File: config.mk
export PLATFORM = sky130hd
export DESIGN_NAME = sas_exec
export DESIGN_NICKNAME = d
export VERILOG_FILES = /design/src/sas_pkg.sv /design/src/sas_dmem.sv /design/src/sas_exec.sv
export VERILOG_INCLUDE_DIRS = /design/src
export SDC_FILE = /design/constraint.sdc
export NUM_CORES = 2
export LEC_CHECK = 0
export BUFFER_PORTS_ARGS = -buffer_cell sky130_fd_sc_hd__buf_4
export CORE_ASPECT_RATIO = 2
export CORE_MARGIN = 2
export CORE_UTILIZATION = 56
export DETAILED_ROUTE_END_ITERATION = 6
export PLACE_DENSITY_LB_ADDON = 0.1
export SLEW_MARGIN = 20
export SYNTH_ARGS = -nofsm -noshare
export SYNTH_HDL_FRONTEND = slang
export SYNTH_SLANG_ARGS = --single-unit
File: constraint.sdc
create_clock -name clk_in -period 14.6 [get_ports clk_in]
set_clock_uncertainty 0.15 [all_clocks]
set_input_delay 1.46 -clock clk_in [delete_from_list [all_inputs] [get_ports clk_in]]
set_output_delay 1.46 -clock clk_in [all_outputs]
set_load 0.03 [all_outputs]
File: src/sas_cfg.svh
// Constants for the skip-and-subtract execution block.
// Assumes inclusion by its bare name from the package and the design modules.
`ifndef SAS_CFG_SVH
`define SAS_CFG_SVH

`define SAS_DATA_W 8
`define SAS_ADDR_W 8
`define SAS_MEM_DEPTH 256
`define SAS_ACC_RST 8'h00
`define SAS_BYTE_ZERO 8'h00
`define SAS_BYTE_ONE 8'h01
`define SAS_SIGN_BIT 7
`define SAS_NIB_W 5
`define SAS_NIB_HI 4
`define SAS_NIB_LO 3

`endif

File: src/sas_pkg.sv
// Types shared by the skip-and-subtract execution block.
// Assumes sas_cfg.svh is on the include path.
`include "sas_cfg.svh"

package sas_pkg;

    // ----------------------------------------------------------------
    // Operation codes
    // ----------------------------------------------------------------
    typedef enum logic [2:0] {
        SAS_OP_INC_SKIP_ZERO = 3'h0,
        SAS_OP_INC_SKIP_ZERO_TO_ACC = 3'h1,
        SAS_OP_SKIP_NONZERO = 3'h2,
        SAS_OP_SUB_TO_ACC = 3'h3,
        SAS_OP_SUB_TO_MEM = 3'h4
    } sas_op_t;

    // ----------------------------------------------------------------
    // Carriers
    // ----------------------------------------------------------------
    typedef struct packed {
        sas_op_t op;
        logic [`SAS_ADDR_W-1:0] addr;
    } sas_req_t;

    typedef struct packed {
        logic overflow_flag;
        logic z;
        logic aux_borrow_flag;
        logic c;
        logic signed_compare_flag;
        logic compare_zero_flag;
    } sas_flags_t;

    typedef struct packed {
        logic en;
        logic [`SAS_ADDR_W-1:0] addr;
        logic [`SAS_DATA_W-1:0] data;
    } sas_wr_t;

    typedef enum logic [1:0] {
        SAS_ST_IDLE = 2'h0,
        SAS_ST_EXEC = 2'h1,
        SAS_ST_DUMMY1 = 2'h3,
        SAS_ST_DUMMY2 = 2'h2
    } sas_state_t;

endpackage : sas_pkg

File: src/sas_dmem.sv
// Data memory: one write port, one read port with registered read data.
// Assumes a single clock; write and read of one address in one cycle reads the old byte.
`timescale 1ns/1ps
`include "sas_cfg.svh"

module sas_dmem #(
    parameter int DATA_W = `SAS_DATA_W,
    parameter int ADDR_W = `SAS_ADDR_W,
    parameter int DEPTH = `SAS_MEM_DEPTH
) (
    input wire logic clk_in,
    input wire logic we_in,
    input wire logic [ADDR_W-1:0] wr_addr_in,
    input wire logic [DATA_W-1:0] wr_data_in,
    input wire logic [ADDR_W-1:0] rd_addr_in,
    output logic [DATA_W-1:0] rd_data_out
);

    logic [DATA_W-1:0] mem_q [DEPTH];

    always_ff @(posedge clk_in) begin
        if (we_in) begin
            mem_q[wr_addr_in] <= wr_data_in;
        end
    end

    always_ff @(posedge clk_in) begin
        rd_data_out <= mem_q[rd_addr_in];
    end

endmodule : sas_dmem

File: src/sas_exec.sv
// Execution of increment-and-skip, skip-if-nonzero and subtract operations.
// Assumes requests come from the core's fetch logic on clk_in; memory preload is only taken while idle.
//
// Summary of operation
// RULE1 - Increment-and-skip adds one to the memory byte, writes it back and skips when the sum is zero.
// RULE2 - A taken skip inserts a dummy cycle pair so the skipping operation lasts three instruction cycles.
// RULE3 - The accumulator variant puts the byte plus one in the accumulator, leaves memory alone, skips on zero.
// RULE4 - Skip-if-nonzero skips when the memory byte differs from zero and proceeds when it is zero.
// RULE5 - Subtract-to-accumulator writes accumulator minus the memory byte into the accumulator.
// RULE6 - Subtract-to-memory writes accumulator minus the memory byte into that memory byte.
// RULE7 - Both subtracts clear carry when the difference is negative and set it otherwise.
// RULE8 - Subtracts update all six status flags; the skip operations leave every flag unchanged.
// RULE9 - Zero follows a zero result, overflow signed overflow, and aux from the low nibble borrow.
`timescale 1ns/1ps
`include "sas_cfg.svh"

module sas_exec
    import sas_pkg::*;
#(
    parameter int DEPTH = `SAS_MEM_DEPTH
) (
    input wire logic clk_in,
    input wire logic reset_in,
    input wire logic req_valid_in,
    input wire sas_req_t req_in,
    input wire sas_wr_t preload_in,
    input wire logic acc_load_in,
    input wire logic [`SAS_DATA_W-1:0] acc_load_data_in,
    output logic busy_out,
    output logic done_out,
    output logic skip_out,
    output logic dummy_out,
    output logic [`SAS_DATA_W-1:0] acc_out,
    output sas_flags_t flags_out
);

    // ----------------------------------------------------------------
    // Decode helpers
    // ----------------------------------------------------------------
    function automatic logic is_sub(input sas_op_t op);
        is_sub = (op == SAS_OP_SUB_TO_ACC) || (op == SAS_OP_SUB_TO_MEM);
    endfunction : is_sub

    function automatic logic is_inc(input sas_op_t op);
        is_inc = (op == SAS_OP_INC_SKIP_ZERO) || (op == SAS_OP_INC_SKIP_ZERO_TO_ACC);
    endfunction : is_inc

    sas_state_t state_q;
    sas_req_t req_q;
    logic [`SAS_DATA_W-1:0] acc_q;
    sas_flags_t flags_q;
    logic busy_q;
    logic done_q;
    logic skip_q;
    logic dummy_q;
    logic [`SAS_DATA_W-1:0] rd_data;
    logic [`SAS_DATA_W-1:0] inc_sum;
    logic [`SAS_DATA_W:0] diff9;
    logic [`SAS_NIB_W-1:0] nib_diff;
    logic [`SAS_DATA_W-1:0] diff;
    logic skip_take;
    logic exec;
    logic accept;
    logic mem_we;
    logic [`SAS_ADDR_W-1:0] mem_waddr;
    logic [`SAS_DATA_W-1:0] mem_wdata;
    logic [`SAS_ADDR_W-1:0] mem_raddr;
    sas_flags_t sub_flags;

    assign exec = (state_q == SAS_ST_EXEC);
    assign accept = (state_q == SAS_ST_IDLE) && req_valid_in;
    assign mem_raddr = accept ? req_in.addr : req_q.addr;

    // ----------------------------------------------------------------
    // Arithmetic
    // ----------------------------------------------------------------
    assign inc_sum = rd_data + `SAS_BYTE_ONE;
    assign diff9 = {1'b0, acc_q} - {1'b0, rd_data};
    assign diff = diff9[`SAS_DATA_W-1:0];
    assign nib_diff = {1'b0, acc_q[`SAS_NIB_LO:0]} - {1'b0, rd_data[`SAS_NIB_LO:0]};

    always_comb begin
        sub_flags.c = ~diff9[`SAS_DATA_W]; // [RULE7]
        sub_flags.z = (diff == `SAS_BYTE_ZERO); // [RULE9]
        sub_flags.aux_borrow_flag = ~nib_diff[`SAS_NIB_HI]; // [RULE9]
        sub_flags.overflow_flag = (acc_q[`SAS_SIGN_BIT] ^ rd_data[`SAS_SIGN_BIT])
            & (acc_q[`SAS_SIGN_BIT] ^ diff[`SAS_SIGN_BIT]); // [RULE9]
        sub_flags.signed_compare_flag = ~(sub_flags.overflow_flag ^ diff[`SAS_SIGN_BIT]); // [RULE8]
        sub_flags.compare_zero_flag = sub_flags.z; // [RULE8]
    end

    always_comb begin
        case (req_q.op)
            SAS_OP_INC_SKIP_ZERO: skip_take = (inc_sum == `SAS_BYTE_ZERO); // [RULE1]
            SAS_OP_INC_SKIP_ZERO_TO_ACC: skip_take = (inc_sum == `SAS_BYTE_ZERO); // [RULE3]
            SAS_OP_SKIP_NONZERO: skip_take = (rd_data != `SAS_BYTE_ZERO); // [RULE4]
            default: skip_take = 1'b0;
        endcase
    end

    // ----------------------------------------------------------------
    // Memory write port: execution writes, otherwise preload while idle
    // ----------------------------------------------------------------
    always_comb begin
        mem_we = 1'b0;
        mem_waddr = req_q.addr;
        mem_wdata = inc_sum;
        if (exec && req_q.op == SAS_OP_INC_SKIP_ZERO) begin
            mem_we = 1'b1; // [RULE1]
        end else if (exec && req_q.op == SAS_OP_SUB_TO_MEM) begin
            mem_we = 1'b1;
            mem_wdata = diff; // [RULE6]
        end else if (state_q == SAS_ST_IDLE && preload_in.en) begin
            mem_we = 1'b1;
            mem_waddr = preload_in.addr;
            mem_wdata = preload_in.data;
        end
    end

    sas_dmem #(
        .DATA_W(`SAS_DATA_W),
        .ADDR_W(`SAS_ADDR_W),
        .DEPTH(DEPTH)
    ) i_sas_dmem (
        .clk_in(clk_in),
        .we_in(mem_we),
        .wr_addr_in(mem_waddr),
        .wr_data_in(mem_wdata),
        .rd_addr_in(mem_raddr),
        .rd_data_out(rd_data)
    );

    // ----------------------------------------------------------------
    // Sequencer
    // ----------------------------------------------------------------
    always_ff @(posedge clk_in or posedge reset_in) begin
        if (reset_in) begin
            state_q <= SAS_ST_IDLE;
        end else begin
            case (state_q)
                SAS_ST_IDLE: state_q <= req_valid_in ? SAS_ST_EXEC : SAS_ST_IDLE;
                SAS_ST_EXEC: state_q <= skip_take ? SAS_ST_DUMMY1 : SAS_ST_IDLE; // [RULE2]
                SAS_ST_DUMMY1: state_q <= SAS_ST_DUMMY2; // [RULE2]
                SAS_ST_DUMMY2: state_q <= SAS_ST_IDLE;
                default: state_q <= SAS_ST_IDLE;
            endcase
        end
    end

    always_ff @(posedge clk_in or posedge reset_in) begin
        if (reset_in) begin
            req_q <= '0;
        end else if (accept) begin
            req_q <= req_in;
        end
    end

    always_ff @(posedge clk_in or posedge reset_in) begin
        if (reset_in) begin
            busy_q <= 1'b0;
            done_q <= 1'b0;
            skip_q <= 1'b0;
            dummy_q <= 1'b0;
        end else begin
            busy_q <= accept || (busy_q && !done_q && !(exec && !skip_take) && state_q != SAS_ST_DUMMY2);
            done_q <= (exec && !skip_take) || state_q == SAS_ST_DUMMY2;
            skip_q <= state_q == SAS_ST_DUMMY2;
            dummy_q <= (exec && skip_take) || state_q == SAS_ST_DUMMY1; // [RULE2]
        end
    end

    // ----------------------------------------------------------------
    // Accumulator and status flags
    // ----------------------------------------------------------------
    always_ff @(posedge clk_in or posedge reset_in) begin
        if (reset_in) begin
            acc_q <= `SAS_ACC_RST;
        end else if (exec && req_q.op == SAS_OP_INC_SKIP_ZERO_TO_ACC) begin
            acc_q <= inc_sum; // [RULE3]
        end else if (exec && req_q.op == SAS_OP_SUB_TO_ACC) begin
            acc_q <= diff; // [RULE5]
        end else if (state_q == SAS_ST_IDLE && acc_load_in) begin
            acc_q <= acc_load_data_in;
        end
    end

    always_ff @(posedge clk_in or posedge reset_in) begin
        if (reset_in) begin
            flags_q <= '0;
        end else if (exec && is_sub(req_q.op)) begin
            flags_q <= sub_flags; // [RULE8]
        end
    end

    assign busy_out = busy_q;
    assign done_out = done_q;
    assign skip_out = skip_q;
    assign dummy_out = dummy_q;
    assign acc_out = acc_q;
    assign flags_out = flags_q;
endmodule : sas_exec

# [Yosys cells after proc, flatten, opt, wreduce, memory -nomap -nowiden]
# Memory sizes are Yosys's and may differ from the RTL's. A register that Yosys moved wholly into a read port is not among the register bits.
# Index checks and enable logic that the tools add are counted.
[op_classes] eq_ne=8 addsub=3 order_cmp=0 div=0 shift=0 n_mul=0 n_reduce_logical=27 mux=19 n_bitwise=7
[ops] operator="8-bit two-way mux" n=10
[ops] operator="8-bit zero test" n=2
[ops] operator="1-bit logical AND" n=13
[ops] operator="8-bit by 8-bit subtractor with 9-bit output" n=1
[ops] operator="8-bit by 1-bit adder with 8-bit output (second input constant)" n=1
[ops] operator="2-bit case mux with 4 select lines" n=1
[ops] operator="8-bit nonzero test" n=1
[ops] operator="3-bit by 2-bit equality test with 1-bit output (second input constant)" n=2
[ops] operator="1-bit two-way mux" n=6
[ops] operator="4-bit by 4-bit subtractor with 5-bit output" n=1
[ops] operator="2-bit equality test (second input constant)" n=2
[ops] operator="1-bit logical OR" n=4
[ops] operator="3-bit by 1-bit equality test with 1-bit output (second input constant)" n=1
[ops] operator="3-bit equality test (second input constant)" n=1
[ops] operator="1-bit zero test" n=3
[ops] operator="3-bit zero test" n=1
[ops] operator="1-bit NOT" n=3
[ops] operator="3-bit nonzero test" n=1
[ops] operator="1-bit bitwise XOR" n=3
[ops] operator="2-bit by 1-bit equality test with 1-bit output (second input constant)" n=1
[ops] operator="2-bit zero test" n=1
[ops] operator="2-bit two-way mux" n=1
[ops] operator="2-bit inequality test (second input constant)" n=1
[ops] operator="1-bit case mux with 2 select lines" n=1
[ops] operator="2 further kinds" n=2
[word_totals] elab_cells=78 latchBits=0 ram_bits=2048 output_inout_bits=18 reg_bits=30 mem_count=1 input_bits=40 rom_bits=0
[mem_list] name="i_sas_dmem.mem_q" depth=256 word_bits=8 rd=1 rd_clocked_by_memory_dff=1 write_ports=1 line="sas_dmem.sv:19" text="logic [DATA_W-1:0] mem_q [DEPTH];"

# [Logic depth before layout (Yosys ltp)]
[logic_depth] word_depth=9 ltp_mapped=14

# [By module]
# From an unflattened synthesis, not the netlist that was laid out.
[unflattened] hier_cells=3984 area_unflattened_um2=81719.6
[by_module_without_submodules] mod="sas_dmem" seq_area_each_um2=61659.1 instances=1 area_each_um2=79556.3 cells_each=3733
[by_module_without_submodules] mod="sas_exec" seq_area_each_um2=750.7 instances=1 area_each_um2=2163.3 cells_each=251

# [Worst setup path after synthesis]
# OpenSTA, ideal clock, no wires.
[synth_timing] path_kind="input -> register" start="in preload_in[16] (netlist name)" end="mem i_sas_dmem.mem_q[0][0] (netlist name) (data pin)" arrival_time_ps=12681 cell_stages=4 setup_time_ps=2309 n_path_buf=1 path_slack_ps=-541 cell_sequence="and2_0 > clkbuf_1 > nor2_1 > a221oi_1"
[synth_via] elab_chain_cells=4
[synth_lines] item="start, declared" line="sas_exec.sv:26" text="input wire sas_wr_t preload_in,"
[synth_lines] item="1-bit logical AND" line="sas_exec.sv:113" text="end else if (state_q == SAS_ST_IDLE && preload_in.en) begin"
[synth_lines] item="8-bit two-way mux" line="sas_exec.sv:113"
[synth_lines] item="8-bit two-way mux" line="sas_exec.sv:110" text="end else if (exec && req_q.op == SAS_OP_SUB_TO_MEM) begin"
[synth_lines] item="8-bit two-way mux" line="sas_exec.sv:108" text="if (exec && req_q.op == SAS_OP_INC_SKIP_ZERO) begin"
[synth_lines] item="via i_sas_dmem.wr_data_in[0]" line="sas_dmem.sv:14" text="input wire logic [DATA_W-1:0] wr_data_in,"
[synth_lines] item="end, declared" line="sas_dmem.sv:19"
# The timed path passes the listed nets, and every way through them passes these cells.

# [Worst setup path after layout]
[layout_timing] start="in req_valid_in" end="reg i_sas_dmem.rd_data_out[4] (read register of i_sas_dmem.mem_q)"
[layout_via] elab_chain_cells=2
[layout_lines] item="start, declared" line="sas_exec.sv:24" text="input wire logic req_valid_in,"
[layout_lines] item="1-bit logical AND" line="sas_exec.sv:71" text="assign accept = (state_q == SAS_ST_IDLE) && req_valid_in;"
[layout_lines] item="8-bit two-way mux" line="sas_exec.sv:72" text="assign mem_raddr = accept ? req_in.addr : req_q.addr;"
[layout_lines] item="end, declared" line="sas_dmem.sv:16" text="output logic [DATA_W-1:0] rd_data_out"
# Every way passes these cells.
# A chain may end at the register's enable or synchronous reset.

==> metrics.txt <==
outcome=finished with violations; failing checks=design-rule violations; Final period util=0.4430; DR pass1 iterations=7; multiplexer share of the synthesized area=0.04152; WL final=243.8 mm; Die Ht=547.6 um; Max Clock Freq=154.6 MHz; hold buffers post-CTS=0; fraction of layout cells with a size suffix above 1=0.07454; element type at the critical path start=input pin; Max VDD drop=0.3194 mV; Starting DRT DRC Count=5421; WP data arrival=6.99 ns; final instance count without filler cells=7937; CTS Buffer Depth=4; crit-path most repeated cell=buf_4; min-delay worst type=reg -> reg; Antenna Nets Post-Route=0; RR Endpoint=i_sas_dmem.rd_data_out[4]; compound-cell area share of the yosys netlist=0.05649; Yosys Warn Count=0; final core occ=0.6174; post-synth top area cell=edfxtp_1; vias per cell=6.400; Port Buffers=57; Synth Area in XOR/XNOR=0.001270; Leak=30.07 nW; largest net degree at the start of global routing=187; # IOs=58; count of different cell masters after synthesis=62; post-route minimum period=6.467 ns; Setup-failing EPs final=0; Pwr Total=0.02074 W; nets=5947; worst hold endpoint=flags_out[2]; Max stage delay on crit path=1.02 ns; Slowest cell on crit path=a2111oi_1; Worst-Skew Late Latency=0.83 ns; # rows=199; Setup Total Neg Slack=0 ns; core area=146900 um2; main combinational cell family by area after synthesis=simple AND/OR/NAND/NOR gates; CP Max Fanout=117; drt wl/cell=30.72 um; CTS tree=yes; RD Place Congestion=0.9418; clock sinks=2086; vias in the first global route=49320; setup repair bufs after CTS=0; Worst-Margin Slew=1.224 ns; Pwr per Cell Area=228.7 nW/um2; DR vias=50790; Post-CTS Resized=0; chip width=275.8 um; Pins Over Slew Limit=0; Synth area leaders=edfxtp_1, nand2_1, mux2i_1, nand3_1, a31oi_1; DRC violations left=4; clock slew at the register clock pins of the worst setup and hold paths=0.07 ns; final worst slack=8.133 ns; Synth top area share=0.7432; Num CTS Buffers=181; # H-tree levels=4; Post-synth EDFFs=2048; Worst R2R Start=state_q[1]; first-pass GRT wire length=346.3 mm; Fin. Hold Viols=0; number of synthesized register bits=2086; CP Cell Sequence=buf_4 -> nor4bb_4 -> buf_4 -> a21oi_4 -> inv_8 -> buf_4 -> buf_4 -> mux2i_1 -> o221ai_1 -> a211oi_1 -> a211oi_1 -> a2111oi_1 -> nand4_1; mean area per synthesized cell=13.94 um2; Area Overhead vs Synth=9.609%; Reg2Reg Depth=12; simple-gate share of the synthesized area=0.1223; Cells after DPL=7621; Worst setup EP type=register; MaxCap Viol Count=0; Hold Path Cell Cnt=2; GRT Total Usage=0.3227; CTS root buf=clkbuf_16; fraction of registers with async set or reset after synthesis=0.01438; WS Path Type=in -> reg; Syn Nets=5988; Total Die Area=151000 um2; initial antenna violation count=7; R2R Setup Slk=8.23 ns; Critical Path RT=15.12 ns; slew margin rel.=0.1838; post-synthesis adder-cell area fraction=0.001996; Post-Place Setup Slack=7.430 ns; mapped cell area=82750 um2; hpwl dp=151.4 mm; RSZ-0062 raised after global routing=false; synthesized instance count=5936; Synth Flop Type=edfxtp_1; Overflow after GRT=0; hold_sp=flags_out[2]; post-synthesis sequential area ratio=0.7542; Starting Density=0.5633
==> Yosys cell counts (all sizes together), types with 3 or more instances <==
cell / count
and3: 3
dfrtp: 30
inv: 41
o31ai: 5
edfxtp: 2048
xor2: 3
a22oi: 49
nand2: 1447
clkbuf: 186
a222oi: 18
a21o: 7
o22ai: 16
xnor2: 9
or2: 3
o21ai: 8
nand3b: 20
o221ai: 114
nor3: 9
dfxtp: 8
a32oi: 23
or3: 4
nand2b: 4
a31oi: 223
nand3: 514
o221a: 3
ha: 10
mux2i: 341
nor4b: 3
nor4: 16
a211oi: 78
buf: 203
a21oi: 66
nor2: 278
a2111oi: 7
a311oi: 18
o21bai: 3
nand4: 94
==> through the flow <==
stage | instance area (um2) | hold slack (ns)
final | 90700 | 0.4021
after global routing | 90690 | 0.4178
after CTS | 90680 | 0.3965
after detailed placement | 85130 | 0.3875
after global placement | 85080 | 0.3761
after floorplan | 82750 | 0.3490
==> power by group <==
group / switching, W / total (W) / leakage, nW / internal (W)
clock network: 0.00210 / 0.00465 / 2.70 / 0.00255
logic: 0.00602 / 0.00772 / 8.53 / 0.00170
registers: 0.000144 / 0.00836 / 18.8 / 0.00822
==> flip-flops by register name (all words and copies together), names as in the netlist <==
signal,count
i_sas_dmem.mem_q,2048
req_q,11
acc_out,8
i_sas_dmem.rd_data_out,8
flags_out,5
state_q,2
busy_out,1
done_out,1
dummy_out,1
skip_out,1
==> layout make-up <==
class                           instances  area [um2]
Sequential cell                      2086       62410
Timing Repair Buffer                  165        1368
Fill cell                           11120       56210
Clock buffer                          226        4783
Multi-Input combinational cell       3419       18790
Antenna cell                            4       10.01
Inverter                               42       173.9
Tap cell                             1909        2389
Clock inverter                         86       772.0
==> placed cells by master, fill, tap and decap left out, types with 38 or more instances in the layout <==
cell          n
clkbuf_1     41
clkbuf_16   185
inv_1        38
nand3_1     514
a22oi_1      49
nand4_1      94
a21oi_1      64
a31oi_1     222
edfxtp_1   2048
nand2_1    1435
o221ai_1    112
mux2i_1     339
buf_4       154
nor2_1      277
a211oi_1     74
==> worst max-delay path, delay by kind of cell <==
| kind | cells | cell delay, ns |
|---|---|---|
| buffers and inverters | 5 | 2.38 |
| AOI/OAI and AO/OA | 5 | 1.96 |
| and+or+nand+nor | 2 | 0.64 |
| muxes | 1 | 0.27 |
==> logic make-up after synthesis <==
family	after synthesis
xor+xnor	12
flops	2086
simple gates	2404
fa+ha+maj	12
compound gates	648
mux	343
buf+inv	431
==> routing by layer <==
metal  up-vias  global-route usage  part of all wire
met3       635             0.04199             0.067
met1     25710              0.3729              0.34
met5         -                   0          0.000053
met2      2284              0.5560              0.51
li1      22160                   -                 -
met4         2              0.2204             0.081
==> worst max-delay path by stage <==
stage	from	endpoint	depth (start not counted)
after floorplan	preload_in[16]	i_sas_dmem.mem_q[0][7]	5
after global placement	req_valid_in	i_sas_dmem.rd_data_out[2]	12
after detailed placement	req_valid_in	i_sas_dmem.rd_data_out[4]	13
after CTS	req_valid_in	i_sas_dmem.rd_data_out[4]	13
after global routing	req_valid_in	i_sas_dmem.rd_data_out[4]	13
final	req_valid_in	i_sas_dmem.rd_data_out[4]	13
No activity file was read; power rests on OpenSTA's default activity.
